`src/epp_read_map.vh`:
```
// constants for the legacy epp read-cycle sequencer
`ifndef EPP_READ_MAP_VH
`define EPP_READ_MAP_VH
`define CLK_PERIOD_PS 8000
`define WATCHDOG_TIME_NS 10000
`define WATCHDOG_CYCLES ((`WATCHDOG_TIME_NS * 1000) / `CLK_PERIOD_PS)
`define WDOG_CNT_W 11
`define CTRL_DIR_BIT 5
`define STAT_TIMEOUT_BIT 0
`define FIFO_WIDTH 8
`define FIFO_DEPTH 16
`define FIFO_AW 4
`endif

```
`src/epp_legacy_read_cycle.v`:
```
// legacy epp read-cycle sequencer with byte fifo towards the host
//
// Overview of operation
// RL1: peripheral wait low holds iochrdy low
// RL2: read finishes only after wait returns high; code also ends it on watchdog timeout with wait still low
// RL3: direction bit set: write indicator high, bus released
// RL4: host addresses epp register, then asserts read
// RL5: strobe asserted once bus released, direction high
// RL6: iochrdy low until wait high or timeout
// RL7: peripheral drives data, then deasserts wait
// RL8: strobe released only when host read ends
// RL9: peripheral releases bus after strobe ends
// RL10: outputs may change after cycle ends
// RL11: write indicator low only for writes
// RL12: interrupt passed through, active high, uninverted
// RL13: peripheral wait high means transfer done
// RL14: data strobe for data, address strobe for address
// RL15: active-low peripheral reset output provided
// RL16: direction low unless direction bit or read
// RL17: only write indicator overridable by control port
// RL18: software keeps direction bit low for reads
// RL19: watchdog aborts cycles over 10 us, status bit
// RL20: software clears control bits d0, d1, d3
// RL21: wait and interrupt pass two-flop synchronisers
`timescale 1ns/1ps
`include "epp_read_map.vh"
module epp_legacy_read_cycle (
   input wire core_clk_i,
   input wire rst_b_i,
   input wire epp_sel_i,
   input wire addr_sel_i,
   input wire ior_n_i,
   input wire iow_n_i,
   input wire [7:0] ctrl_reg_i,
   input wire spp_write_force_i,
   input wire periph_reset_req_i,
   input wire timeout_clr_i,
   input wire [7:0] pd_i,
   input wire peripheral_wait_n_i,
   input wire peripheral_irq_in_i,
   input wire host_ready_i,
   output reg iochrdy_o,
   output reg write_indicator_n_o,
   output reg data_strobe_n_o,
   output reg addr_strobe_n_o,
   output reg port_direction_out_o,
   output reg pd_oe_o,
   output reg periph_reset_n_o,
   output reg irq_o,
   output reg timeout_o,
   output reg [7:0] system_data_bus_o,
   output reg system_data_valid_o,
   output reg fifo_full_o
);
   localparam ST_IDLE = 2'b00;
   localparam ST_STROBE = 2'b01;
   localparam ST_HOLD = 2'b10;
   localparam ST_DRAIN = 2'b11;

   reg [1:0] state_r;
   reg [1:0] state_nxt;
   reg [`WDOG_CNT_W-1:0] wdog_r;
   reg addr_cycle_r;
   reg captured_r;
   reg timed_out_r;
   wire wait_n_s;
   wire irq_s;
   wire ior_n_s;
   wire iow_n_s;
   wire [7:0] pd_s;
   wire fifo_in_ready;
   wire fifo_out_valid;
   wire [7:0] fifo_out_data;
   wire dir_bit;
   wire read_start;
   wire wdog_expired;
   wire capture;
   wire in_cycle;

   epp_sync2 #(.RST_VAL(1'b1)) u_sync_wait (
      .core_clk_i(core_clk_i),
      .rst_b_i(rst_b_i),
      .d_i(peripheral_wait_n_i),
      .q_o(wait_n_s)
   ); // RL21
   epp_sync2 #(.RST_VAL(1'b0)) u_sync_irq (
      .core_clk_i(core_clk_i),
      .rst_b_i(rst_b_i),
      .d_i(peripheral_irq_in_i),
      .q_o(irq_s)
   ); // RL21
   epp_sync2 #(.RST_VAL(1'b1)) u_sync_ior (
      .core_clk_i(core_clk_i),
      .rst_b_i(rst_b_i),
      .d_i(ior_n_i),
      .q_o(ior_n_s)
   );
   epp_sync2 #(.RST_VAL(1'b1)) u_sync_iow (
      .core_clk_i(core_clk_i),
      .rst_b_i(rst_b_i),
      .d_i(iow_n_i),
      .q_o(iow_n_s)
   );

   genvar gi;
   generate
      for (gi = 0; gi < 8; gi = gi + 1) begin : g_pd_sync
         epp_sync2 #(.RST_VAL(1'b0)) u_sync_pd (
            .core_clk_i(core_clk_i),
            .rst_b_i(rst_b_i),
            .d_i(pd_i[gi]),
            .q_o(pd_s[gi])
         );
      end
   endgenerate

   assign dir_bit = ctrl_reg_i[`CTRL_DIR_BIT];
   assign read_start = epp_sel_i && !ior_n_s && fifo_in_ready; // RL4
   assign wdog_expired = (wdog_r >= `WATCHDOG_CYCLES);
   assign in_cycle = (state_r == ST_STROBE) || (state_r == ST_HOLD);
   // data is taken once the peripheral signals valid with wait high
   assign capture = (state_r == ST_STROBE) && wait_n_s && !captured_r; // RL2 RL7 RL13

   epp_fifo #(
      .WIDTH(`FIFO_WIDTH),
      .DEPTH(`FIFO_DEPTH),
      .AW(`FIFO_AW)
   ) u_fifo (
      .core_clk_i(core_clk_i),
      .rst_b_i(rst_b_i),
      .in_data_i(pd_s),
      .in_valid_i(capture),
      .in_ready_o(fifo_in_ready),
      .out_data_o(fifo_out_data),
      .out_valid_o(fifo_out_valid),
      .out_ready_i(host_ready_i && !system_data_valid_o)
   );

   always @* begin
      state_nxt = state_r;
      case (state_r)
         ST_IDLE: begin
            if (read_start) begin
               state_nxt = ST_STROBE;
            end
         end
         ST_STROBE: begin
            if (wdog_expired) begin
               state_nxt = ST_HOLD; // RL19
            end else if (ior_n_s) begin
               state_nxt = ST_DRAIN; // RL8
            end else if (captured_r) begin
               state_nxt = ST_HOLD;
            end
         end
         ST_HOLD: begin
            if (ior_n_s) begin
               state_nxt = ST_DRAIN; // RL8
            end
         end
         ST_DRAIN: begin
            state_nxt = ST_IDLE; // RL10
         end
         default: begin
            state_nxt = ST_IDLE;
         end
      endcase
   end

   always @(posedge core_clk_i) begin
      if (!rst_b_i) begin
         state_r <= ST_IDLE;
         wdog_r <= {`WDOG_CNT_W{1'b0}};
         addr_cycle_r <= 1'b0;
         captured_r <= 1'b0;
         timed_out_r <= 1'b0;
      end else begin
         state_r <= state_nxt;
         if (state_r == ST_IDLE) begin
            wdog_r <= {`WDOG_CNT_W{1'b0}};
            captured_r <= 1'b0;
            if (read_start) begin
               addr_cycle_r <= addr_sel_i; // RL14
            end
         end else if (in_cycle && !wdog_expired) begin
            wdog_r <= wdog_r + {{(`WDOG_CNT_W-1){1'b0}}, 1'b1}; // RL19
         end
         if (capture) begin
            captured_r <= 1'b1;
         end
         // expiry wins over a clear in the same cycle
         if (in_cycle && wdog_expired && !captured_r) begin
            timed_out_r <= 1'b1; // RL19
         end else if (timeout_clr_i) begin
            timed_out_r <= 1'b0;
         end
      end
   end

   always @(posedge core_clk_i) begin
      if (!rst_b_i) begin
         iochrdy_o <= 1'b1;
         write_indicator_n_o <= 1'b1;
         data_strobe_n_o <= 1'b1;
         addr_strobe_n_o <= 1'b1;
         port_direction_out_o <= 1'b0;
         pd_oe_o <= 1'b0;
         periph_reset_n_o <= 1'b0;
         irq_o <= 1'b0;
         timeout_o <= 1'b0;
         system_data_bus_o <= 8'h00;
         system_data_valid_o <= 1'b0;
         fifo_full_o <= 1'b0;
      end else begin
         // stretch host cycle while peripheral waits and no timeout
         iochrdy_o <= !(in_cycle && !captured_r && !wait_n_s && !wdog_expired); // RL1 RL6
         // only an spp write force may pull the write indicator low
         write_indicator_n_o <= !(spp_write_force_i && !dir_bit); // RL3 RL11 RL17
         data_strobe_n_o <= !(state_nxt == ST_STROBE || state_nxt == ST_HOLD) ||
            (state_r == ST_IDLE ? addr_sel_i : addr_cycle_r); // RL5 RL14
         addr_strobe_n_o <= !(state_nxt == ST_STROBE || state_nxt == ST_HOLD) ||
            !(state_r == ST_IDLE ? addr_sel_i : addr_cycle_r); // RL5 RL14
         port_direction_out_o <= dir_bit || (state_nxt != ST_IDLE); // RL16
         pd_oe_o <= !dir_bit && (state_nxt == ST_IDLE) && iow_n_s; // RL3
         periph_reset_n_o <= !periph_reset_req_i; // RL15
         irq_o <= irq_s; // RL12
         timeout_o <= timed_out_r; // RL19
         fifo_full_o <= !fifo_in_ready;
         if (!system_data_valid_o && host_ready_i && fifo_out_valid) begin
            system_data_bus_o <= fifo_out_data;
            system_data_valid_o <= 1'b1;
         end else begin
            system_data_valid_o <= 1'b0;
         end
      end
   end
endmodule

```
`src/epp_sync2.v`:
```
// two-flop synchroniser for asynchronous pins
`timescale 1ns/1ps
module epp_sync2 #(
   parameter RST_VAL = 1'b0
) (
   input wire core_clk_i,
   input wire rst_b_i,
   input wire d_i,
   output reg q_o
);
   reg meta_r;
   always @(posedge core_clk_i) begin
      if (!rst_b_i) begin
         meta_r <= RST_VAL;
         q_o <= RST_VAL;
      end else begin
         meta_r <= d_i;
         q_o <= meta_r;
      end
   end
endmodule

```
`src/epp_fifo.v`:
```
// synchronous fifo with valid/ready on both sides
`timescale 1ns/1ps
module epp_fifo #(
   parameter WIDTH = 8,
   parameter DEPTH = 16,
   parameter AW = 4
) (
   input wire core_clk_i,
   input wire rst_b_i,
   input wire [WIDTH-1:0] in_data_i,
   input wire in_valid_i,
   output wire in_ready_o,
   output wire [WIDTH-1:0] out_data_o,
   output wire out_valid_o,
   input wire out_ready_i
);
   reg [WIDTH-1:0] mem [0:DEPTH-1];
   reg [AW-1:0] wr_ptr_r;
   reg [AW-1:0] rd_ptr_r;
   reg [AW:0] count_r;
   wire push;
   wire pop;
   assign in_ready_o = (count_r != DEPTH[AW:0]);
   assign out_valid_o = (count_r != {(AW+1){1'b0}});
   assign out_data_o = mem[rd_ptr_r];
   assign push = in_valid_i && in_ready_o;
   assign pop = out_valid_o && out_ready_i;
   always @(posedge core_clk_i) begin
      if (push) begin
         mem[wr_ptr_r] <= in_data_i;
      end
   end
   always @(posedge core_clk_i) begin
      if (!rst_b_i) begin
         wr_ptr_r <= {AW{1'b0}};
         rd_ptr_r <= {AW{1'b0}};
         count_r <= {(AW+1){1'b0}};
      end else begin
         if (push) begin
            wr_ptr_r <= wr_ptr_r + {{(AW-1){1'b0}}, 1'b1};
         end
         if (pop) begin
            rd_ptr_r <= rd_ptr_r + {{(AW-1){1'b0}}, 1'b1};
         end
         if (push && !pop) begin
            count_r <= count_r + {{AW{1'b0}}, 1'b1};
         end else if (pop && !push) begin
            count_r <= count_r - {{AW{1'b0}}, 1'b1};
         end
      end
   end
endmodule

```
`config.mk`:
```
export PLATFORM = sky130hd
export DESIGN_NAME = epp_legacy_read_cycle
export DESIGN_NICKNAME = d
export VERILOG_FILES = /design/src/epp_legacy_read_cycle.v /design/src/epp_sync2.v /design/src/epp_fifo.v
export VERILOG_INCLUDE_DIRS = /design/src
export SDC_FILE = /design/constraint.sdc
export NUM_CORES = 1
export LEC_CHECK = 0
export BUFFER_PORTS_ARGS = -buffer_cell sky130_fd_sc_hd__clkbuf_2
export CAP_MARGIN = 5
export CORE_AREA = 10 10 131 133
export DETAILED_ROUTE_END_ITERATION = 16
export DIE_AREA = 0 0 141 143
export PLACE_DENSITY_LB_ADDON = 0.05
export SYNTH_ARGS = -nofsm -noshare
export SYNTH_HDL_FRONTEND = slang
export SYNTH_HIERARCHICAL = 1
export SYNTH_SLANG_ARGS = --single-unit
```
`constraint.sdc`:
```
create_clock -name core_clk_i -period 6.1 [get_ports core_clk_i]
set_clock_uncertainty 0.05 [all_clocks]
set_input_delay 1.22 -clock core_clk_i [delete_from_list [all_inputs] [get_ports core_clk_i]]
set_output_delay 1.22 -clock core_clk_i [all_outputs]
set_load 0.1 [all_outputs]
```
==> metrics, run 1 <==
cell breakdown of the critical path=inv_1 > ha_1 > nand2_1 > nor2_1 > a21boi_2 > ha_1 > inv_1 > ha_1 > a21o_2 > a21oi_1 > or4b_2 > nand3_1; fin nets=624; RSZ-0062 raised after global routing=no; Final Cycle Share=49.70%; FF-to-FF setup slack=3.07 ns; placement-stage worst setup slack=2.819 ns; vias in the first global route=4443; crit start category=register; Pre-Repair DR Iteration Count=5; pin count of the biggest net entering global routing=50; Starting Density=54.88%; grt ovf=0; Sink Count=204; minimum clock period=3.032 ns; Fin. Hold Viols=0; WS Path Type=register to register; antenna cells=0; Clk Latency, worst-skew pair=0.49 ns; Max Fclk=0.3298 GHz; Layout area overhead=14.38%; Horiz. Die Dim=141 microns; vias=4410; ys flop type=edfxtp_1; distinct cell type count after synthesis=52; # IOs=47; slowest library cell on the worst path=or4b_2; CTS H-Tree Depth=1; critical path capture point type=register; Pleak=3.193 nW; hold path start=u_sync_ior/meta_r; number of flops mapped to enable cells by yosys=128; slowest stage delay, CP=0.61 ns; Final HPWL DP=9871 microns; WHS Path Cells=1; Final Cell Area=9055 sq um; CP max FO=7; Max Cap Viol=0; synth warn=6; Die Ht=143 microns; vias per std cell=5.654; # Post-CTS Setup Buffers=0; WP buf/inv=2; hold path endpoint=u_sync_ior/q_o; Crit path top cell by count=ha_1; async set-reset flop share out of synthesis=0%; CTS Buf Count=22; Global Route Usage Sum=14.66%; final setup fails=0; DRT antenna net count=0; Crit path max-delay family=simple AND/OR/NAND/NOR gates; RR Startpoint=state_r[1]; initial antenna violation count=0; pwr dens=413.3 nW/um^2; syn avg cell area=14.96 sq um; multi-input logic area=2417 sq um; RD Place Congestion=0.7891; status=complete, no violations; post-synthesis instance total=529; maximum vdd drop=0.0002686 V; Max Slew Vio Count=0; placed instance area=8319 sq um; Design Power=0.003742 W; crit path DAT=3.42 ns; setup TNS=0 ns; worst r2r dst=u_fifo/count_r[3]; Syn Nets=573; slew margin rel.=35.44%; die area=20160 sq um; CTS tree=yes; fin worst setup slack=3.068 ns; post-synthesis sequential area ratio=67.77%; first-pass GRT wire length=23820 microns; Buffers on Ports=39; Root Buffer=clkbuf_16; worst reg2reg path depth=12; synthesized area=7916 sq um; Max Root-Sink Buffers=3; Residual DRC=0; WP data required=6.48 ns; drt wl/cell=19.16 microns; Core ar.=14420 sq um; Reg clk slew, reported paths=0.06 ns; 1st-iter DRT viols=309; #FFs+latches synth=204; Post-Route WL=14950 microns; hold_buf cts=0; worst-margin pin slew=0.9648 ns; post-cts resize count=0; row cnt=44; filler instances=1116; Hold Path Class=register to register; Storage cell area=5368 sq um; layout cells sized above 1=21.64%
worst register-to-register path, stage by stage, from the launching register on:
cell and delay, ns:
dfxtp_1 0.34, inv_1 0.11, ha_1 0.20, nand2_1 0.08
nor2_1 0.28, a21boi_2 0.42, ha_1 0.24, inv_1 0.11
ha_1 0.29, a21o_2 0.11, a21oi_1 0.07, or4b_2 0.61
nand3_1 0.08
area by class of cell:
type | instances | area share [%]
Tap cell | 184 | 2.542
Clock buffer | 36 | 7.904
Clock inverter | 4 | 0.2211
Multi-Input combinational cell | 291 | 26.70
Sequential cell | 204 | 59.28
Timing Repair Buffer | 46 | 2.736
Inverter | 15 | 0.6218
cell usage after synthesis (2+ instances only):
master	number	area (sq um)
xnor2_1	11	96.34
ha_1	15	187.7
nand4b_1	2	17.52
nor4_1	3	18.77
nor2b_1	7	43.79
mux2i_1	9	90.09
a22oi_1	16	120.1
and2_1	28	175.2
nand3_1	16	80.08
nand2_1	42	157.7
o21ai_0	3	15.01
buf_2	4	20.02
nor2_1	29	108.9
nor3_1	9	45.04
a211oi_1	2	15.01
clkbuf_1	10	37.54
inv_1	14	52.55
buf_1	4	15.01
or4_1	2	15.01
a31oi_1	2	12.51
edfxtp_1	128	3844
dfxtp_1	76	1521
nand4_1	4	25.02
mux4_2	32	720.7
a21oi_1	18	90.09
and3_1	2	12.51
nand2b_1	12	75.07
o211ai_1	4	30.03
o21a_1	2	15.01
how the worst max path moves through the flow:
stage / start / slack [ns] / to / depth (start not counted)
after floorplan: host_ready_i / 2.89 / u_fifo/count_r[3] / 8
after global routing: state_r[1] / 2.85 / u_fifo/count_r[3] / 12
after CTS: state_r[1] / 3.08 / u_fifo/count_r[3] / 12
after detailed placement: host_ready_i / 2.82 / u_fifo/count_r[3] / 11
after global placement: host_ready_i / 2.84 / u_fifo/count_r[3] / 11
final: state_r[1] / 3.07 / u_fifo/count_r[3] / 12
registers in the layout, indices dropped and copies added (netlist names), 2 cells and up, named ones only:
signal and cells:
u_fifo/mem 128, wdog_r 11, g_pd_sync.u_sync_pd/meta_r 8, g_pd_sync.u_sync_pd/q_o 8
system_data_bus_o 8, u_fifo/count_r 5, u_fifo/rd_ptr_r 4, u_fifo/wr_ptr_r 4
state_r 2
cells by family after synthesis:
group / Yosys count / synth area share [%]
fa+ha+maj: 16 / 2.624
buf+inv: 34 / 1.691
flops: 204 / 67.77
mux: 41 / 10.24
simple gates: 164 / 10.62
compound gates: 59 / 5.832
xor+xnor: 11 / 1.217
metal layers:
metal / vias up / global-route usage, % / routed length [microns]
met5: - / 0 / 0
met4: 0 / 3.967 / 214
met3: 19 / 3.383 / 767
met2: 104 / 23.40 / 7287
met1: 2200 / 19.77 / 6675
li1: 2087 / - / -
placed cells by master, fill, tap and decap left out, types with 4 or more instances in the layout:
cell	count
a21oi_1	18
o211ai_1	4
nand2b_1	12
nand4_1	4
edfxtp_1	128
clkbuf_1	5
nand3_1	16
nor2b_1	7
buf_4	7
mux2i_1	9
clkbuf_2	39
nor3_1	9
nand2_1	42
clkbuf_8	7
clkbuf_16	24
nor2_1	29
and2_1	28
clkinv_2	4
a22oi_1	16
inv_1	14
mux4_2	32
ha_1	15
dfxtp_1	74
xnor2_1	11
where the power goes:
part / internal [W] / switching, W
logic: 0.000308 / 0.000532
clock network: 0.000799 / 0.000497
registers: 0.00153 / 0.0000708
stage by stage:
step                std cells  util [%]  hold slack [ns]
floorplan                 529         -           0.3363
global placement          740     57.68           0.3409
detailed placement        740     57.68           0.3477
CTS                       780     62.78           0.3610
global route              780     62.78           0.3752
finish                    780     62.78           0.3563
Power figures use the tool's default switching activity.
==> run 2, diff against run 1 <==
- CORE_AREA: 10 10 131 133 -> 10 10 133 135
- DIE_AREA: 0 0 141 143 -> 0 0 143 145
- clock period: 6.1 -> 2.7 ns (I/O delays scaled with it)
==> metrics, run 2 (synthesized netlist as in run 1, its figures left out) <==
status=complete, no violations; Starting Density=52.66% (-2.2 points); DRT antenna net count=0 (unchanged); Biggest register=u_fifo/mem; vias per std cell=5.552 (-1.8%); Layout area overhead=16.03%; Clk Latency, worst-skew pair=0.50 ns (about the same); max reg flops=128 (unchanged); Max Cap Viol=0 (unchanged); crit start category=register; Max Root-Sink Buffers=3 (unchanged); Pleak=3.256 nW (+2.0%); placed cells=767 (+3.6%); Buffers on Ports=39 (unchanged); Hold Path Class=input port to register; Residual DRC=0 (unchanged); pin count of the biggest net entering global routing=36 (-28%); initial antenna violation count=0 (unchanged); fin nets=647 (+3.7%); CTS Buf Count=22 (unchanged); slew margin rel.=47.50% (+12 points); drt wl/cell=19.02 microns (-0.75%); grt ovf=0 (unchanged); critical path capture point type=register; layout cells sized above 1=23.79% (+2.1 points); maximum vdd drop=0.0006022 V (+120%); Root Buffer=clkbuf_16; CP max FO=5 (-2); FF-to-FF setup slack=0.14 ns (-2.93 ns); RSZ-0062 raised after global routing=no; Pre-Repair DR Iteration Count=4 (-1); CTS tree=yes; pwr dens=904.5 nW/um^2 (+120%); Die Ht=145 microns (+1.4%); worst-margin pin slew=0.7859 ns (-0.1789 ns); most frequent cells in the layout=edfxtp_1 (128), dfxtp_1 (74), nand2_1 (42), clkbuf_2 (39), mux4_2 (32); worst reg2reg path depth=9 (-3); 1st-iter DRT viols=316 (+2.3%); # Post-CTS Setup Buffers=0 (unchanged); Fin. Hold Viols=0 (unchanged); vias in the first global route=4541 (+2.2%); antenna cells=0 (unchanged); final instance count without filler cells=806 (+3.3%); Final HPWL DP=10220 microns (+3.6%); RD Place Congestion=0.8113 (+2.8%); crit path DAT=2.94 ns (-0.48 ns); commonest non-fill, non-tap cell in the layout=edfxtp_1; Max Slew Vio Count=0 (unchanged); first-pass GRT wire length=24820 microns (+4.2%); Post-Route WL=15330 microns (+2.6%); final setup fails=0 (unchanged); filler instances=1138 (+2.0%); minimum clock period=2.564 ns (-0.4679 ns); setup TNS=0 ns (unchanged); Largest regs=u_fifo/mem x128, wdog_r x11; WS Path Type=register to register; WHS Path Cells=2 (+1); Horiz. Die Dim=143 microns (+1.4%); Reg clk slew, reported paths=0.05 ns (about the same); die area=20740 sq um (+2.8%); vias=4475 (+1.5%); Final Cycle Share=94.96% (+45 points); Max Fclk=0.3900 GHz (+18%); # IOs=47 (unchanged); Sink Count=204 (unchanged); WP data required=3.08 ns (-3.40 ns); CTS H-Tree Depth=1 (unchanged); row cnt=45 (+2.3%); Core ar.=15030 sq um (+4.2%); Global Route Usage Sum=14.96% (+0.30 points)
[run 2: cell types whose count changed in the layout (fill, tap and decap cells not counted), sizes merged]
cell    delta
buf       +23
clkbuf     +1
clkinv     -2
[run 2: where the power goes]
part | internal [W] | switching, W | leakage, nW
registers | 0.00347 | 0.000116 | 1.80
clock network | 0.00155 | 0.00111 | 0.306
logic | 0.000792 | 0.00127 | 1.15
[run 2: final timing paths]
kind                           start           endpoint
setup reg to reg   u_fifo/count_r[2]  u_fifo/count_r[3]
hold / removal    periph_reset_req_i   periph_reset_n_o
setup / recovery   u_fifo/count_r[2]  u_fifo/count_r[3]
hold reg to reg   u_sync_wait/meta_r    u_sync_wait/q_o
[run 2: critical path, stage by stage (launching register included)]
cell and delay, ns:
dfxtp_1 0.35, or4_4 0.54, o21ai_4 0.18, ha_4 0.16, inv_2 0.06, ha_1 0.28
a21o_2 0.12, a21oi_1 0.07, or4b_2 0.61, nand3_1 0.09
[run 2: area by class of cell]
class	instances	area (sq um)	area share, %
sequential	204	5368	58.44
multi-input combinational	291	2442	26.59
inverter	15	56.30	0.6130
clock buffer	37	616.8	6.716
timing repair buffer	69	445.4	4.849
tap	188	235.2	2.561
clock inverter	2	21.27	0.2316
[run 2: per-layer routing]
layer,vias to the layer above,wire length [microns],GRT usage [%]
met5,-,0,0
met1,2217,6989,20.85
met4,0,326,4.850
met2,105,7268,23.23
met3,24,744,2.608
li1,2129,-,-
[run 2: per-stage QoR]
stage / hold WS (ns) / setup slack [ns] / cell area [sq um] / utilization (%) / total power, W
2_1_floorplan: 0.3363 / 0.04113 / 7918 / - / 0.005222
3_3_place_gp: 0.3408 / 0.1364 / 8522 / 56.69 / 0.005675
3_5_place_dp: 0.3465 / 0.08650 / 8522 / 56.69 / 0.005711
4_1_cts: 0.1462 / 0.04482 / 9160 / 60.93 / 0.008392
5_1_grt: 0.1559 / 0.03067 / 9185 / 61.10 / 0.008708
6_report: 0.1563 / 0.1361 / 9185 / 61.10 / 0.008308
[run 2: timing repair]
item / in CTS / in global routing
endpoints found under the setup margin: 0 / 2
hold buffers: 0 / 0
resized for setup: 0 / 7
==> run 3, diff against run 2 <==
- CAP_MARGIN: 5 -> 20
- CORE_AREA: 10 10 133 135 -> 10 10 183 99
- DIE_AREA: 0 0 143 145 -> 0 0 193 109
==> metrics, run 3 (synthesized netlist as in run 1, its figures left out) <==
status=complete, no violations; critical path capture point type=register; Max Slew Vio Count=0 (unchanged); CTS Buf Count=19 (-14%); WHS=0.1688 ns (+0.01253 ns); DRT antenna net count=0 (unchanged); RSZ-0062 raised after global routing=no; setup TNS=0 ns (unchanged); Final Cycle Share=93.57% (-1.4 points); Buffers on Ports=39 (unchanged); CTS H-Tree Depth=1 (unchanged); Residual DRC=0 (unchanged); hold path start=periph_reset_req_i; RR Startpoint=u_fifo/count_r[1]; Die Ht=109 microns (-25%); commonest non-fill, non-tap cell in the layout=edfxtp_1; final setup fails=0 (unchanged); FF-to-FF setup slack=0.17 ns (+0.04 ns); Pleak=3.273 nW (+0.54%); Max Root-Sink Buffers=3 (unchanged); Crit path max-delay family=compound AO/OA/AOI/OAI gates; drt wl/cell=20.57 microns (+8.2%); grt ovf=0 (unchanged); die area=21040 sq um (+1.5%); Max Cap Viol=0 (unchanged); Biggest register=u_fifo/mem; # IOs=47 (unchanged); Hold Path Class=input port to register; fin nets=646 (-0.15%); vias=4540 (+1.5%); Clk Latency, worst-skew pair=0.47 ns (-0.03 ns); pin count of the biggest net entering global routing=39 (+8.3%); WP data required=3.05 ns (-0.03 ns); Core ar.=15010 sq um (-0.13%); CTS tree=yes; row cnt=32 (-29%); first-pass GRT wire length=26320 microns (+6.1%); WS Path Type=register to register; Reg clk slew, reported paths=0.07 ns (+0.02 ns); minimum clock period=2.526 ns (-0.03761 ns); Pre-Repair DR Iteration Count=6 (+2); Root Buffer=clkbuf_16; Layout area overhead=16.06% (about the same); CP max FO=5 (unchanged); Final HPWL DP=11620 microns (+14%); hold path endpoint=periph_reset_n_o; max reg flops=128 (unchanged); pwr dens=909.7 nW/um^2 (+0.57%); Global Route Usage Sum=16.41% (+1.4 points); slew margin rel.=53.13% (+5.6 points); cell breakdown of the critical path=or4_4 > o21ai_4 > ha_4 > inv_2 > ha_1 > a21oi_1 > a211oi_1 > a31oi_1 > mux2i_1; worst-margin pin slew=0.7021 ns (-0.08378 ns); Sink Count=204 (unchanged); maximum vdd drop=0.0005661 V (-6.0%); WHS Path Cells=2 (unchanged); layout cells sized above 1=25.24% (+1.5 points); Horiz. Die Dim=193 microns (+35%); Fin. Hold Viols=0 (unchanged); initial antenna violation count=0 (unchanged); Post-Route WL=16850 microns (+9.9%); slowest library cell on the worst path=or4_4; Starting Density=52.72% (+0.066 points); Max Fclk=0.3958 GHz (+1.5%); Largest regs=u_fifo/mem x128, wdog_r x11; vias in the first global route=4528 (-0.29%); WP buf/inv=1 (unchanged); slowest stage delay, CP=0.59 ns (-0.02 ns); RD Place Congestion=0.8247 (+1.7%); vias per std cell=5.543 (-0.16%); worst r2r dst=u_fifo/count_r[4]; worst reg2reg path depth=9 (unchanged); most frequent cells in the layout=edfxtp_1 (128), dfxtp_1 (73), nand2_1 (42), clkbuf_2 (39), mux4_2 (32); crit start category=register; crit path DAT=2.88 ns (-0.06 ns); 1st-iter DRT viols=492 (+56%)
## run 3: worst max path at each step
stage / from / end / slack, ns / cells after the start
floorplan: state_r[1] / u_fifo/count_r[3] / 0.04 / 12
global placement: u_fifo/count_r[0] / u_fifo/count_r[3] / 0.1 / 9
detailed placement: u_fifo/count_r[0] / u_fifo/count_r[3] / 0.01 / 9
CTS: u_fifo/count_r[0] / u_fifo/count_r[3] / 0.00009 / 9
global route: u_fifo/count_r[1] / u_fifo/count_r[4] / 0.05 / 9
finish: u_fifo/count_r[1] / u_fifo/count_r[4] / 0.17 / 9
## run 3: report_power, final
group | total (W) | switching (W) | internal [W]
Combinational | 0.00222 | 0.00140 | 0.000819
Sequential | 0.00359 | 0.000121 | 0.00347
Clock | 0.00255 | 0.00107 | 0.00147
Total | 0.00836 | 0.00260 | 0.00576
## run 3: layout make-up
cell class / instances / area (sq um)
antenna: 1 / 2.502
clock buffer: 28 / 574.3
clock inverter: 5 / 25.02
fill: 1174 / 5827
inverter: 15 / 56.30
multi-input combinational: 291 / 2457
sequential: 204 / 5369
tap: 204 / 255.2
timing repair buffer: 71 / 447.9
## run 3: through the flow
step | setup slack (ns) | instances | cell area (sq um) | util [%] | power, W
finish | 0.1737 | 819 | 9188 | 61.19 | 0.008358
global route | 0.04866 | 818 | 9185 | 61.18 | 0.008739
CTS | 0.00009326 | 815 | 9124 | 60.77 | 0.008360
detailed placement | 0.01216 | 782 | 8522 | 56.76 | 0.005801
global placement | 0.09925 | 782 | 8522 | 56.76 | 0.005762
floorplan | 0.04113 | 529 | 7918 | - | 0.005222
## run 3: per-layer routing
layer / wire, microns / global-route usage (%) / share of wire [%] / vias to the layer above
met5: 0 / 0 / 0 / -
li1: - / - / - / 2129
met3: 1174 / 4.143 / 7.0 / 22
met2: 6697 / 21.27 / 40 / 122
met4: 280 / 3.493 / 1.7 / 0
met1: 8696 / 26.52 / 52 / 2267
## run 3: worst reg2reg max path, stage by stage (launching register included)
cell and delay, ns:
dfxtp_1 0.31, or4_4 0.59, o21ai_4 0.23, ha_4 0.17, inv_2 0.06, ha_1 0.32
a21oi_1 0.22, a211oi_1 0.10, a31oi_1 0.21, mux2i_1 0.20
## run 3: repair_timing
action	CTS	global route
hold buffers	0	0
buffers inserted	0	3
resized for setup	1	9
pin swaps	0	3
endpoints found under the setup margin	1	2
